$ cat config.mk
export PLATFORM = sky130hd
export DESIGN_NAME = windowed_watchdog_timer
export DESIGN_NICKNAME = d
export VERILOG_FILES = /design/src/rtl/wdt_pkg.sv /design/src/rtl/wdt_tick_if.sv /design/src/rtl/windowed_watchdog_timer.sv /design/src/rtl/wdt_prescaler.sv
export SDC_FILE = /design/constraint.sdc
export NUM_CORES = 1
export LEC_CHECK = 0
export ABC_AREA = 1
export BUFFER_PORTS_ARGS = -buffer_cell sky130_fd_sc_hd__buf_2
export CORE_UTILIZATION = 45
export CTS_CLUSTER_SIZE = 16
export DETAILED_ROUTE_END_ITERATION = 7
export PLACE_DENSITY = 0.67
export SYNTH_ARGS = -nofsm -noshare
export SYNTH_HDL_FRONTEND = slang
export SYNTH_SLANG_ARGS = --single-unit
$ cat constraint.sdc
create_clock -name clk_sys_i -period 5.95 [get_ports clk_sys_i]
set_clock_uncertainty 0.1 [all_clocks]
set_input_delay 1.19 -clock clk_sys_i [delete_from_list [all_inputs] [get_ports clk_sys_i]]
set_output_delay 1.19 -clock clk_sys_i [all_outputs]
set_load 0.005 [all_outputs]
$ cat src/rtl/wdt_pkg.sv
/*
 constants and types shared by the windowed watchdog timer files.
 assumes nothing of its surroundings.
*/
package wdt_pkg;
    // timeout select codes, counted in divided ticks
    localparam logic [1:0] TOPS_1024  = 2'h0;
    localparam logic [1:0] TOPS_4096  = 2'h1;
    localparam logic [1:0] TOPS_8192  = 2'h2;
    localparam logic [1:0] TOPS_16384 = 2'h3;
    localparam logic [13:0] TOUT_1024  = 14'h03FF;
    localparam logic [13:0] TOUT_4096  = 14'h0FFF;
    localparam logic [13:0] TOUT_8192  = 14'h1FFF;
    localparam logic [13:0] TOUT_16384 = 14'h3FFF;
    // divider select codes
    localparam logic [2:0] CKS_4    = 3'h0;
    localparam logic [2:0] CKS_64   = 3'h1;
    localparam logic [2:0] CKS_128  = 3'h2;
    localparam logic [2:0] CKS_512  = 3'h3;
    localparam logic [2:0] CKS_2048 = 3'h4;
    localparam logic [2:0] CKS_8192 = 3'h5;
    localparam logic [12:0] DIV_4    = 13'h0003;
    localparam logic [12:0] DIV_64   = 13'h003F;
    localparam logic [12:0] DIV_128  = 13'h007F;
    localparam logic [12:0] DIV_512  = 13'h01FF;
    localparam logic [12:0] DIV_2048 = 13'h07FF;
    localparam logic [12:0] DIV_8192 = 13'h1FFF;
    // window start codes: 100, 75, 50, 25 percent
    localparam logic [1:0] WST_100 = 2'h3;
    localparam logic [1:0] WST_75  = 2'h2;
    localparam logic [1:0] WST_50  = 2'h1;
    localparam logic [1:0] WST_25  = 2'h0;
    // window end codes: 0, 25, 50, 75 percent
    localparam logic [1:0] WEN_0  = 2'h3;
    localparam logic [1:0] WEN_25 = 2'h2;
    localparam logic [1:0] WEN_50 = 2'h1;
    localparam logic [1:0] WEN_75 = 2'h0;
    // reset values of the settings
    localparam logic [1:0] TOPS_RST = TOPS_16384;
    localparam logic [2:0] CKS_RST  = CKS_8192;
    localparam logic [1:0] WST_RST  = WST_100;
    localparam logic [1:0] WEN_RST  = WEN_0;
    localparam logic       NMI_RST  = 1'h0;
    localparam logic       STOP_RST = 1'h1;

    // one full set of watchdog settings
    typedef struct packed {
        logic [1:0] tops;
        logic [2:0] cks;
        logic [1:0] wst;
        logic [1:0] wen;
        logic       nmi_sel;
        logic       lp_stop;
    } wdt_cfg_t;

    typedef enum logic [1:0] {
        ST_IDLE = 2'h0,
        ST_RUN  = 2'h1,
        ST_TRIP = 2'h2
    } wdt_state_t;
endpackage

$ cat src/rtl/wdt_tick_if.sv
/*
 tick carrier between the watchdog core and its prescaler.
 assumes both ends run on the same system clock.
*/
`timescale 1ns/10ps
`default_nettype none
interface wdt_tick_if;
    logic [2:0] cks;
    logic       run;
    logic       tick;
    modport core (output cks, output run, input tick);
    modport div  (input cks, input run, output tick);
endinterface
`default_nettype wire

$ cat src/rtl/windowed_watchdog_timer.sv
/*
 windowed watchdog timer: divided count, refresh window, reset or nmi on fault.
 assumes all control inputs are synchronous to clk_sys_i and the option
 settings are stable from reset onward.
*/
// Summary of operation
// - four timeout lengths, longest by default
// - six clock divider ratios, largest by default
// - window start 25/50/75/100 percent, default none
// - window end 0/25/50/75 percent, default none
// - underflow or bad refresh: reset or nmi
// - low power stop control, halts by default
// - register start or auto start after reset
// - auto start uses option settings, ignores registers
// - valid refresh reloads full timeout
`timescale 1ns/10ps
`default_nettype none
module windowed_watchdog_timer (
    // clock and reset
    input  wire logic       clk_sys_i,
    input  wire logic       reset_i,
    // option settings
    input  wire logic       auto_start_i,
    input  wire logic [1:0] option_tops_i,
    input  wire logic [2:0] option_cks_i,
    input  wire logic [1:0] option_wst_i,
    input  wire logic [1:0] option_wen_i,
    input  wire logic       option_nmi_i,
    input  wire logic       option_stop_i,
    // software controls
    input  wire logic       cfg_we_i,
    input  wire logic [1:0] cfg_tops_i,
    input  wire logic [2:0] cfg_cks_i,
    input  wire logic [1:0] cfg_wst_i,
    input  wire logic [1:0] cfg_wen_i,
    input  wire logic       cfg_nmi_i,
    input  wire logic       cfg_stop_i,
    input  wire logic       refresh_i,
    input  wire logic       low_power_i,
    input  wire logic       cause_clear_i,
    // status
    output logic [13:0]     count_o,
    output logic            running_o,
    output logic            underflow_flag_o,
    output logic            refresh_err_flag_o,
    output logic            wdt_reset_cause_o,
    // fault outputs
    output logic            chip_reset_req_o,
    output logic            nmi_o
);
    typedef struct packed {
        wdt_pkg::wdt_state_t st;
        wdt_pkg::wdt_cfg_t   reg_cfg;
        logic [13:0]         cnt;
        logic                started;
        logic                unf;
        logic                rerr;
        logic                cause;
        logic                rst_req;
        logic                nmi;
    } core_state_t;

    core_state_t s_r;
    core_state_t s_nxt;
    wdt_pkg::wdt_cfg_t cfg;
    wdt_tick_if tk ();
    logic [13:0] full;
    logic [13:0] win_hi;
    logic [13:0] win_lo;
    logic        in_window;
    logic        count_en;

    // window helpers: quarter points of the current span
    logic [13:0] quarter;
    logic [13:0] half;
    logic [13:0] three_q;
    logic        tick_en;

    // settings in force: option memory wins in auto start
    always_comb begin
        if (auto_start_i) begin
            cfg = '{option_tops_i, option_cks_i, option_wst_i,
                    option_wen_i, option_nmi_i, option_stop_i};
        end else begin
            cfg = s_r.reg_cfg;
        end
    end

    // full count per timeout select
    always_comb begin
        case (cfg.tops)
            wdt_pkg::TOPS_1024: full = wdt_pkg::TOUT_1024;
            wdt_pkg::TOPS_4096: full = wdt_pkg::TOUT_4096;
            wdt_pkg::TOPS_8192: full = wdt_pkg::TOUT_8192;
            default:            full = wdt_pkg::TOUT_16384;
        endcase
    end

    // window bounds in remaining count; full is one below a power of two,
    // so full + 1 splits into exact quarters with no rounding
    always_comb begin
        quarter = 14'(({1'b0, full} + 15'h0001) >> 2);
        half    = quarter + quarter;
        three_q = half + quarter;
        case (cfg.wst)
            wdt_pkg::WST_75: win_hi = three_q;
            wdt_pkg::WST_50: win_hi = half;
            wdt_pkg::WST_25: win_hi = quarter;
            default:         win_hi = full;
        endcase
        case (cfg.wen)
            wdt_pkg::WEN_25: win_lo = three_q;
            wdt_pkg::WEN_50: win_lo = half;
            wdt_pkg::WEN_75: win_lo = quarter;
            default:         win_lo = 14'h0000;
        endcase
        // both bounds inclusive; a start and end that cross leave no legal slot
        in_window = (s_r.cnt <= win_hi) && (s_r.cnt >= win_lo);
    end

    // stop in low power only when the stop setting asks for it
    assign count_en = (s_r.st == wdt_pkg::ST_RUN) && !(low_power_i && cfg.lp_stop);
    assign tk.cks = cfg.cks;
    assign tk.run = count_en;
    // a tick registered just before low power entry is dropped, so the
    // count freezes on the very edge the stop takes hold
    assign tick_en = tk.tick && count_en;

    wdt_prescaler u_div (
        .clk_sys_i (clk_sys_i),
        .reset_i   (reset_i),
        .tk        (tk)
    );

    // main sequencer
    always_comb begin
        s_nxt = s_r;
        s_nxt.rst_req = 1'b0;
        s_nxt.nmi = 1'b0;
        if (cause_clear_i) begin
            s_nxt.cause = 1'b0;
        end
        case (s_r.st)
            wdt_pkg::ST_IDLE: begin
                // settings can be rewritten until the counter starts
                if (cfg_we_i && !auto_start_i && !s_r.started) begin
                    s_nxt.reg_cfg = '{cfg_tops_i, cfg_cks_i, cfg_wst_i,
                                      cfg_wen_i, cfg_nmi_i, cfg_stop_i};
                end
                // auto start runs at once; register start waits for refresh
                // a write on the starting edge is kept, but this span uses the old timeout
                if (auto_start_i || refresh_i) begin
                    s_nxt.st = wdt_pkg::ST_RUN;
                    s_nxt.started = 1'b1;
                    s_nxt.cnt = full;
                end
            end
            wdt_pkg::ST_RUN: begin
                // a refresh outranks a tick on the same edge: the reload
                // restarts the span anyway, so the lost tick costs nothing
                if (refresh_i && in_window) begin
                    s_nxt.cnt = full;
                end else if (refresh_i) begin
                    s_nxt.rerr = 1'b1;
                    s_nxt.st = wdt_pkg::ST_TRIP;
                end else if (tick_en && (s_r.cnt == 14'h0000)) begin
                    s_nxt.unf = 1'b1;
                    s_nxt.st = wdt_pkg::ST_TRIP;
                end else if (tick_en) begin
                    s_nxt.cnt = s_r.cnt - 14'h0001;
                end
            end
            wdt_pkg::ST_TRIP: begin
                // one pulse of the selected action, then reload and go on
                // the prescaler is parked here, so the new span starts a whole tick period
                if (cfg.nmi_sel) begin
                    s_nxt.nmi = 1'b1;
                end else begin
                    s_nxt.rst_req = 1'b1;
                    s_nxt.cause = 1'b1;
                end
                s_nxt.cnt = full;
                s_nxt.st = wdt_pkg::ST_RUN;
            end
            default: begin
                s_nxt.st = wdt_pkg::ST_IDLE;
            end
        endcase
    end

    // cause flag sits in this block's own reset domain; the chip reset
    // requested here must not feed reset_i or the flag would be lost
    always_ff @(posedge clk_sys_i or posedge reset_i) begin
        if (reset_i) begin
            s_r.st      <= wdt_pkg::ST_IDLE;
            s_r.reg_cfg <= '{wdt_pkg::TOPS_RST, wdt_pkg::CKS_RST, wdt_pkg::WST_RST,
                             wdt_pkg::WEN_RST, wdt_pkg::NMI_RST, wdt_pkg::STOP_RST};
            s_r.cnt     <= 14'h0000;
            s_r.started <= 1'b0;
            s_r.unf     <= 1'b0;
            s_r.rerr    <= 1'b0;
            s_r.cause   <= 1'b0;
            s_r.rst_req <= 1'b0;
            s_r.nmi     <= 1'b0;
        end else begin
            s_r <= s_nxt;
        end
    end

    // status outputs straight from state
    // fault flags stay up until reset_i; only the cause flag has its own clear
    assign count_o            = s_r.cnt;
    assign running_o          = (s_r.st != wdt_pkg::ST_IDLE);
    assign underflow_flag_o   = s_r.unf;
    assign refresh_err_flag_o = s_r.rerr;
    assign wdt_reset_cause_o  = s_r.cause;
    assign chip_reset_req_o   = s_r.rst_req;
    assign nmi_o              = s_r.nmi;
endmodule
`default_nettype wire

$ cat src/rtl/wdt_prescaler.sv
/*
 prescaler for the watchdog: one-cycle tick every selected count of clocks.
 assumes select is steady while the counter runs.
*/
`timescale 1ns/10ps
`default_nettype none
module wdt_prescaler (
    // clock and reset
    input  wire logic clk_sys_i,
    input  wire logic reset_i,
    // core side
    wdt_tick_if.div   tk
);
    typedef struct packed {
        logic [12:0] cnt;
        logic        tick;
    } div_state_t;

    div_state_t s_r;
    div_state_t s_nxt;
    logic [12:0] lim;

    // terminal count per ratio
    always_comb begin
        case (tk.cks)
            wdt_pkg::CKS_4:    lim = wdt_pkg::DIV_4;
            wdt_pkg::CKS_64:   lim = wdt_pkg::DIV_64;
            wdt_pkg::CKS_128:  lim = wdt_pkg::DIV_128;
            wdt_pkg::CKS_512:  lim = wdt_pkg::DIV_512;
            wdt_pkg::CKS_2048: lim = wdt_pkg::DIV_2048;
            default:           lim = wdt_pkg::DIV_8192;
        endcase
    end

    // held at zero while stopped so each run starts a full tick period
    always_comb begin
        s_nxt = s_r;
        s_nxt.tick = 1'b0;
        if (!tk.run) begin
            s_nxt.cnt = 13'h0000;
        end else if (s_r.cnt >= lim) begin
            s_nxt.cnt = 13'h0000;
            s_nxt.tick = 1'b1;
        end else begin
            s_nxt.cnt = s_r.cnt + 13'h0001;
        end
    end

    always_ff @(posedge clk_sys_i or posedge reset_i) begin
        if (reset_i) begin
            s_r <= '0;
        end else begin
            s_r <= s_nxt;
        end
    end

    assign tk.tick = s_r.tick;
endmodule
`default_nettype wire

Yosys cells after proc, flatten, opt, wreduce, memory -nomap -nowiden. Cells that the tools add are included.

Order comparisons: 3. Equal/unequal tests: 18. Mux-type cells: 24. Bitwise operators: 2. Add/sub/neg operators: 5. Reductions and logical operators: 26.

Operator list (count): 14-bit one-hot mux with 3 select lines (4); 13-bit one-hot mux with 5 select lines (1); 14-bit 2-to-1 mux (4); 13-bit 2-to-1 mux (2); 14-bit by 1-bit adder with 15-bit output (second input constant) (1); 15-bit 2-to-1 mux (1); 13-bit by 13-bit adder with 14-bit output (1); 14-bit by 13-bit adder with 14-bit output (1); 14-bit >= comparator (1); 14-bit <= comparator (1); 14-bit zero test (1); 14-bit by 1-bit subtractor with 14-bit output (second input constant) (1); 13-bit by 1-bit adder with 13-bit output (second input constant) (1); 13-bit >= comparator (1); 11-bit 2-to-1 mux (1); 2-bit 2-to-1 mux (5); 3-bit by 2-bit inequality test with 1-bit output (second input constant) (3); 2-bit by 1-bit equality test with 1-bit output (second input constant) (4); 2-bit equality test (second input constant) (4); 1-bit logical AND (8); 2-bit zero test (4); 3-bit by 2-bit equality test with 1-bit output (second input constant) (2); 2-bit one-hot mux with 3 select lines (1); 3-bit AND reduction (2); other kinds (15) (23).

Output and inout port bits: 20. Logic and storage cells: 94. Flip-flop bits (word level): 47.

Longest topological paths before layout.
Depth after elaboration: 12. Depth in mapped cells: 23. Gate-level depth less buffers: 22.

Hierarchy. From an unflattened synthesis, not the netlist that was laid out.

Cell total of the unflattened synthesis: 550. Area, all modules: 4033.9 µm².

Modules (own cells, without submodules): windowed_watchdog_timer (seq. area each 837.1 µm², cells each 389, area each 2861.5 µm², instances 1); wdt_prescaler (seq. area each 350.3 µm², cells each 161, area each 1172.4 µm², instances 1).

Worst setup path after synthesis. No wires, ideal clock.

Kind: input -> register. Start: input auto_start_i. End: register s_r (netlist bit count_o[2]). Required time: 5.717 ns. Stages: 21. Slack: 1.932 ns. Data arrival time: 3.786 ns. Cells stage by stage: inv_1 -> or2_2 -> o21ai_0 -> inv_1 -> ha_1 -> inv_1 -> o21ai_0 -> a221oi_1 -> ha_1 -> nand2_1 -> nand2_1 -> nand2_1 -> nand2_1 -> a21oi_1 -> nand2_1 -> nand2_1 -> nand2_2 -> a21oi_4 -> nand2_4 -> nor2_4 -> a21oi_1.

Longest elaborated chain between the ends: 12. Elaborated cells between the ends (all ways): 33. Those cells by class: add/sub (3); order compare (2); eq/ne (10); mux (6); reduce/logical (12).

Ends and longest elaborated chain: start, declared (line windowed_watchdog_timer.sv:23) `input wire logic auto_start_i,`; 11-bit 2-to-1 mux (line windowed_watchdog_timer.sv:81) `if (auto_start_i) begin`; 2-bit equality test, or another cell as far along (line windowed_watchdog_timer.sv:91) `case (cfg.tops)`; 14-bit one-hot mux with 3 select lines (line windowed_watchdog_timer.sv:91); 14-bit by 1-bit adder with 15-bit output (line windowed_watchdog_timer.sv:102) `quarter = 14'(({1'b0, full} + 15'h0001) >> 2);`; 13-bit by 13-bit adder with 14-bit output (line windowed_watchdog_timer.sv:103) `half = quarter + quarter;`; 14-bit by 13-bit adder with 14-bit output (line windowed_watchdog_timer.sv:104) `three_q = half + quarter;`; 14-bit one-hot mux with 3 select lines, on equally long branches (line windowed_watchdog_timer.sv:105, windowed_watchdog_timer.sv:111); 14-bit <= comparator / 14-bit >= comparator (equally long branches) (line windowed_watchdog_timer.sv:118) `in_window = (s_r.cnt <= win_hi) && (s_r.cnt >= win_lo);`; 1-bit logical AND (line windowed_watchdog_timer.sv:118); 1-bit logical AND (line windowed_watchdog_timer.sv:161) `if (refresh_i && in_window) begin`; 3-bit inequality test (no line), or another cell as far along; 5-bit AND reduction (no line) / 14-bit one-hot mux with 3 select lines (equally long branches); end signal, assigned (line windowed_watchdog_timer.sv:206) `s_r <= s_nxt;`; end, declared (line windowed_watchdog_timer.sv:63) `core_state_t s_r;`.

Several ways; a longest one is shown, not always the timed one. A chain may end at the register's enable or synchronous reset.

Worst setup path in the final report.
Start: input auto_start_i. End: register s_r (netlist bit count_o[9]).

Same word-level chain as after synthesis.

==> flow_metrics.env <==
export IMPL_initial_core_util=0.464
export IMPL_final_hold_viol_count=0
export IMPL_syn_inst=501
export IMPL_dp_hpwl_mm=6.64
export IMPL_cts_sinks=47
export IMPL_ys_seq_area_frac=0.313
export IMPL_drive_gt1_frac=0.197
export IMPL_grt_usage=0.205
export IMPL_area_delta_synth_final_pct=9.57
export IMPL_report_final_slew_viol_count=0
export IMPL_fin_tns_setup_ps=0
export IMPL_syn_nets=572
export IMPL_vias=3259
export IMPL_wl_per_cell_um=13.0
export IMPL_violations="DRC"
export IMPL_yosys_area_top_type="dfrtp_1"
export IMPL_post_cts_resized=0
export IMPL_postLayoutCoreUtil=0.508
export IMPL_cts_tree="yes"
export IMPL_hold_class="reg -> reg"
export IMPL_ys_types=39
export IMPL_cts_hold_buf=0
export IMPL_power_density_mw_per_mm2=408
export IMPL_p_leak_nw=2.09
export IMPL_cp_max_fo=15
export IMPL_firstDrtPassIters=6
export IMPL_finalCritPeriodShare=0.745
export IMPL_grt_overflow=0
export IMPL_critPathLaunchType="primary input"
export IMPL_slew_headroom=0.362
export IMPL_ys_warn_count=0
export IMPL_cts_max_level=2
export IMPL_routed_wirelength_mm=8.36
export IMPL_rr_startpoint="s_r[24]"
export IMPL_worst_pin_slew_ps=956
export IMPL_drc=2
export IMPL_synth_area_leaders="dfrtp_1 (25%), ha_1 (14%), nand2_1 (8.5%), nor2_1 (7.1%), inv_1 (6.3%)"
export IMPL_ir_drop_uv=203
export IMPL_cts_root_buf="clkbuf_8"
export IMPL_first_global_vias=3104
export IMPL_crit_path_end_kind="flop"
export IMPL_synth_seq_cells=47
export IMPL_maxCapViolCount=0
export IMPL_layout_common_cells="nand2_1 (86), nor2_1 (72), inv_1 (63)"
export IMPL_numCtsBuffers=5
export IMPL_hold_path_cell_count=2
export IMPL_mostFrequentLayoutCell="nand2_1"
export IMPL_hp_start="s_r[5]"
export IMPL_synth_top_cell_area_share=0.251
export IMPL_fp_dieH_um=93.8
export IMPL_placementRows=33
export IMPL_critical_path_class="in -> reg"
export IMPL_routed_via_density=5.08
export IMPL_hold_end="s_r[5]"
export IMPL_grt_pass1_wl_mm=14.3
export IMPL_clockBufferDepth=2
export IMPL_crit_arrival_ps=4510
export IMPL_finalSetupViolations=0
export IMPL_core_mm2=0.00818
export IMPL_layout_setup_ws_ps=1520
export IMPL_port_buffers=48
export IMPL_post_synth_cell_area_avg_um2=7.57
export IMPL_ioPinCount=49
export IMPL_worstPathRequired_ps=6030
export IMPL_drt_iter0_markers=133
export IMPL_min_period_ps=4430
export IMPL_ff2ff_path_depth=19
export IMPL_layout_nets=607
export IMPL_pre_cts_ws_ps=1180
export IMPL_die_x_um=93.8
export IMPL_clk_pin_slew_ps=90
export IMPL_rsz0062_at_grt="no"
export IMPL_reg2reg_to="count_o[9]"
export IMPL_n_fill_cell=809
export IMPL_clock_latency_ps=310
export IMPL_antennaDiodeCount=0
export IMPL_grt_max_degree=48
export IMPL_die_area_mm2=0.00880
export IMPL_post_cts_buffers=0
export IMPL_gp_congestion=0.871
export IMPL_fmax_mhz=226
export IMPL_synth_area_mm2=0.00379
export IMPL_status="complete, but fails checks"
export IMPL_antenna_left=0
export IMPL_ff2ff_setup_slack_ps=2050
export IMPL_antenna_found_initial=0
per-stage QoR:
stage	cells	power, mW	area (um^2)	hold slack [ps]
after global placement	634	1.39	4020	347
after floorplan	501	1.25	3790	328
after detailed placement	634	1.42	4020	350
final	642	1.69	4160	374
after global routing	642	1.87	4160	402
after CTS	642	1.70	4160	373
worst max-delay path, stage by stage:
cell and delay (ps):
buf_2 170, o21ai_0 480, inv_1 180, nor2_1 360, inv_1 270, o22ai_1 170, inv_1 60, ha_1 270
nand2_1 50, nor2_1 120, inv_1 50, nor2_1 130, nand4_1 100, nand2_1 160, nand3_2 140, nand3_2 120
nand2_4 90, nor2_4 250, a21oi_1 120
synthesized netlist by cell type (all sizes together):
cell	instances
a31oi	1
nor3	5
ha	42
nand2	90
a21oi	40
mux2	9
buf	16
dfstp	9
nor3b	1
o21ai	32
clkbuf	4
o21a	1
nand4	7
nor2	82
dfrtp	38
and3	2
inv	65
o31ai	1
o22ai	5
or2	8
a21o	4
xor2	8
nand3	20
o211ai	1
xnor2	7
nand3b	2
a221oi	1
power by group:
part | total (mW) | internal (mW) | switching [mW]
registers | 0.515 | 0.393 | 0.122
logic | 0.897 | 0.338 | 0.559
clock network | 0.283 | 0.168 | 0.115
total | 1.69 | 0.898 | 0.796
area by class of cell:
| class | instances | area (um^2) | share of cell area |
|---|---|---|---|
| inverters | 65 | 249 | 0.0599 |
| repair buffers | 48 | 240 | 0.0578 |
| clock buffers | 5 | 68.8 | 0.0166 |
| multi-input cells | 369 | 2210 | 0.532 |
| well taps | 105 | 131 | 0.0316 |
| clock inverters | 3 | 67.6 | 0.0163 |
| flip-flops and latches | 47 | 1190 | 0.286 |
flip-flops by register name, indices dropped and copies added (netlist names):
register	flops
nmi_o	1
s_r	14
underflow_flag_o	1
chip_reset_req_o	1
refresh_err_flag_o	1
u_div.s_r	13
wdt_reset_cause_o	1
count_o	14
u_div.tk.tick	1
per-layer routing:
layer,track usage,vias up,routed length [um],part of all wire
li1,-,1684,-,-
met1,0.274,1493,4000,0.48
met2,0.338,71,3880,0.46
met3,0.0372,11,362,0.043
met4,0.0577,0,114,0.014
met5,0,-,0,0
worst max path at each step:
stage / startpoint / to / slack, ps / cells after the start
after floorplan: auto_start_i / count_o[2] / 1930 / 21
after global placement: auto_start_i / count_o[2] / 1330 / 19
after detailed placement: auto_start_i / count_o[9] / 1180 / 22
after CTS: auto_start_i / count_o[9] / 1510 / 22
after global routing: auto_start_i / count_o[9] / 1000 / 23
final: auto_start_i / count_o[9] / 1520 / 19
logic make-up (layout without fill, tap and decap cells):
family | count (synthesis) | in the layout | synth area share
flip-flops | 47 | 47 | 0.313
AND/OR/NAND/NOR | 217 | 217 | 0.253
multiplexers | 9 | 9 | 0.0267
buffers and inverters | 85 | 121 | 0.104
XOR/XNOR | 15 | 15 | 0.0346
AO/OA/AOI/OAI | 86 | 86 | 0.130
adder cells (fa/ha/maj) | 42 | 42 | 0.139
Note: power is estimated with default switching activity, not from simulation.
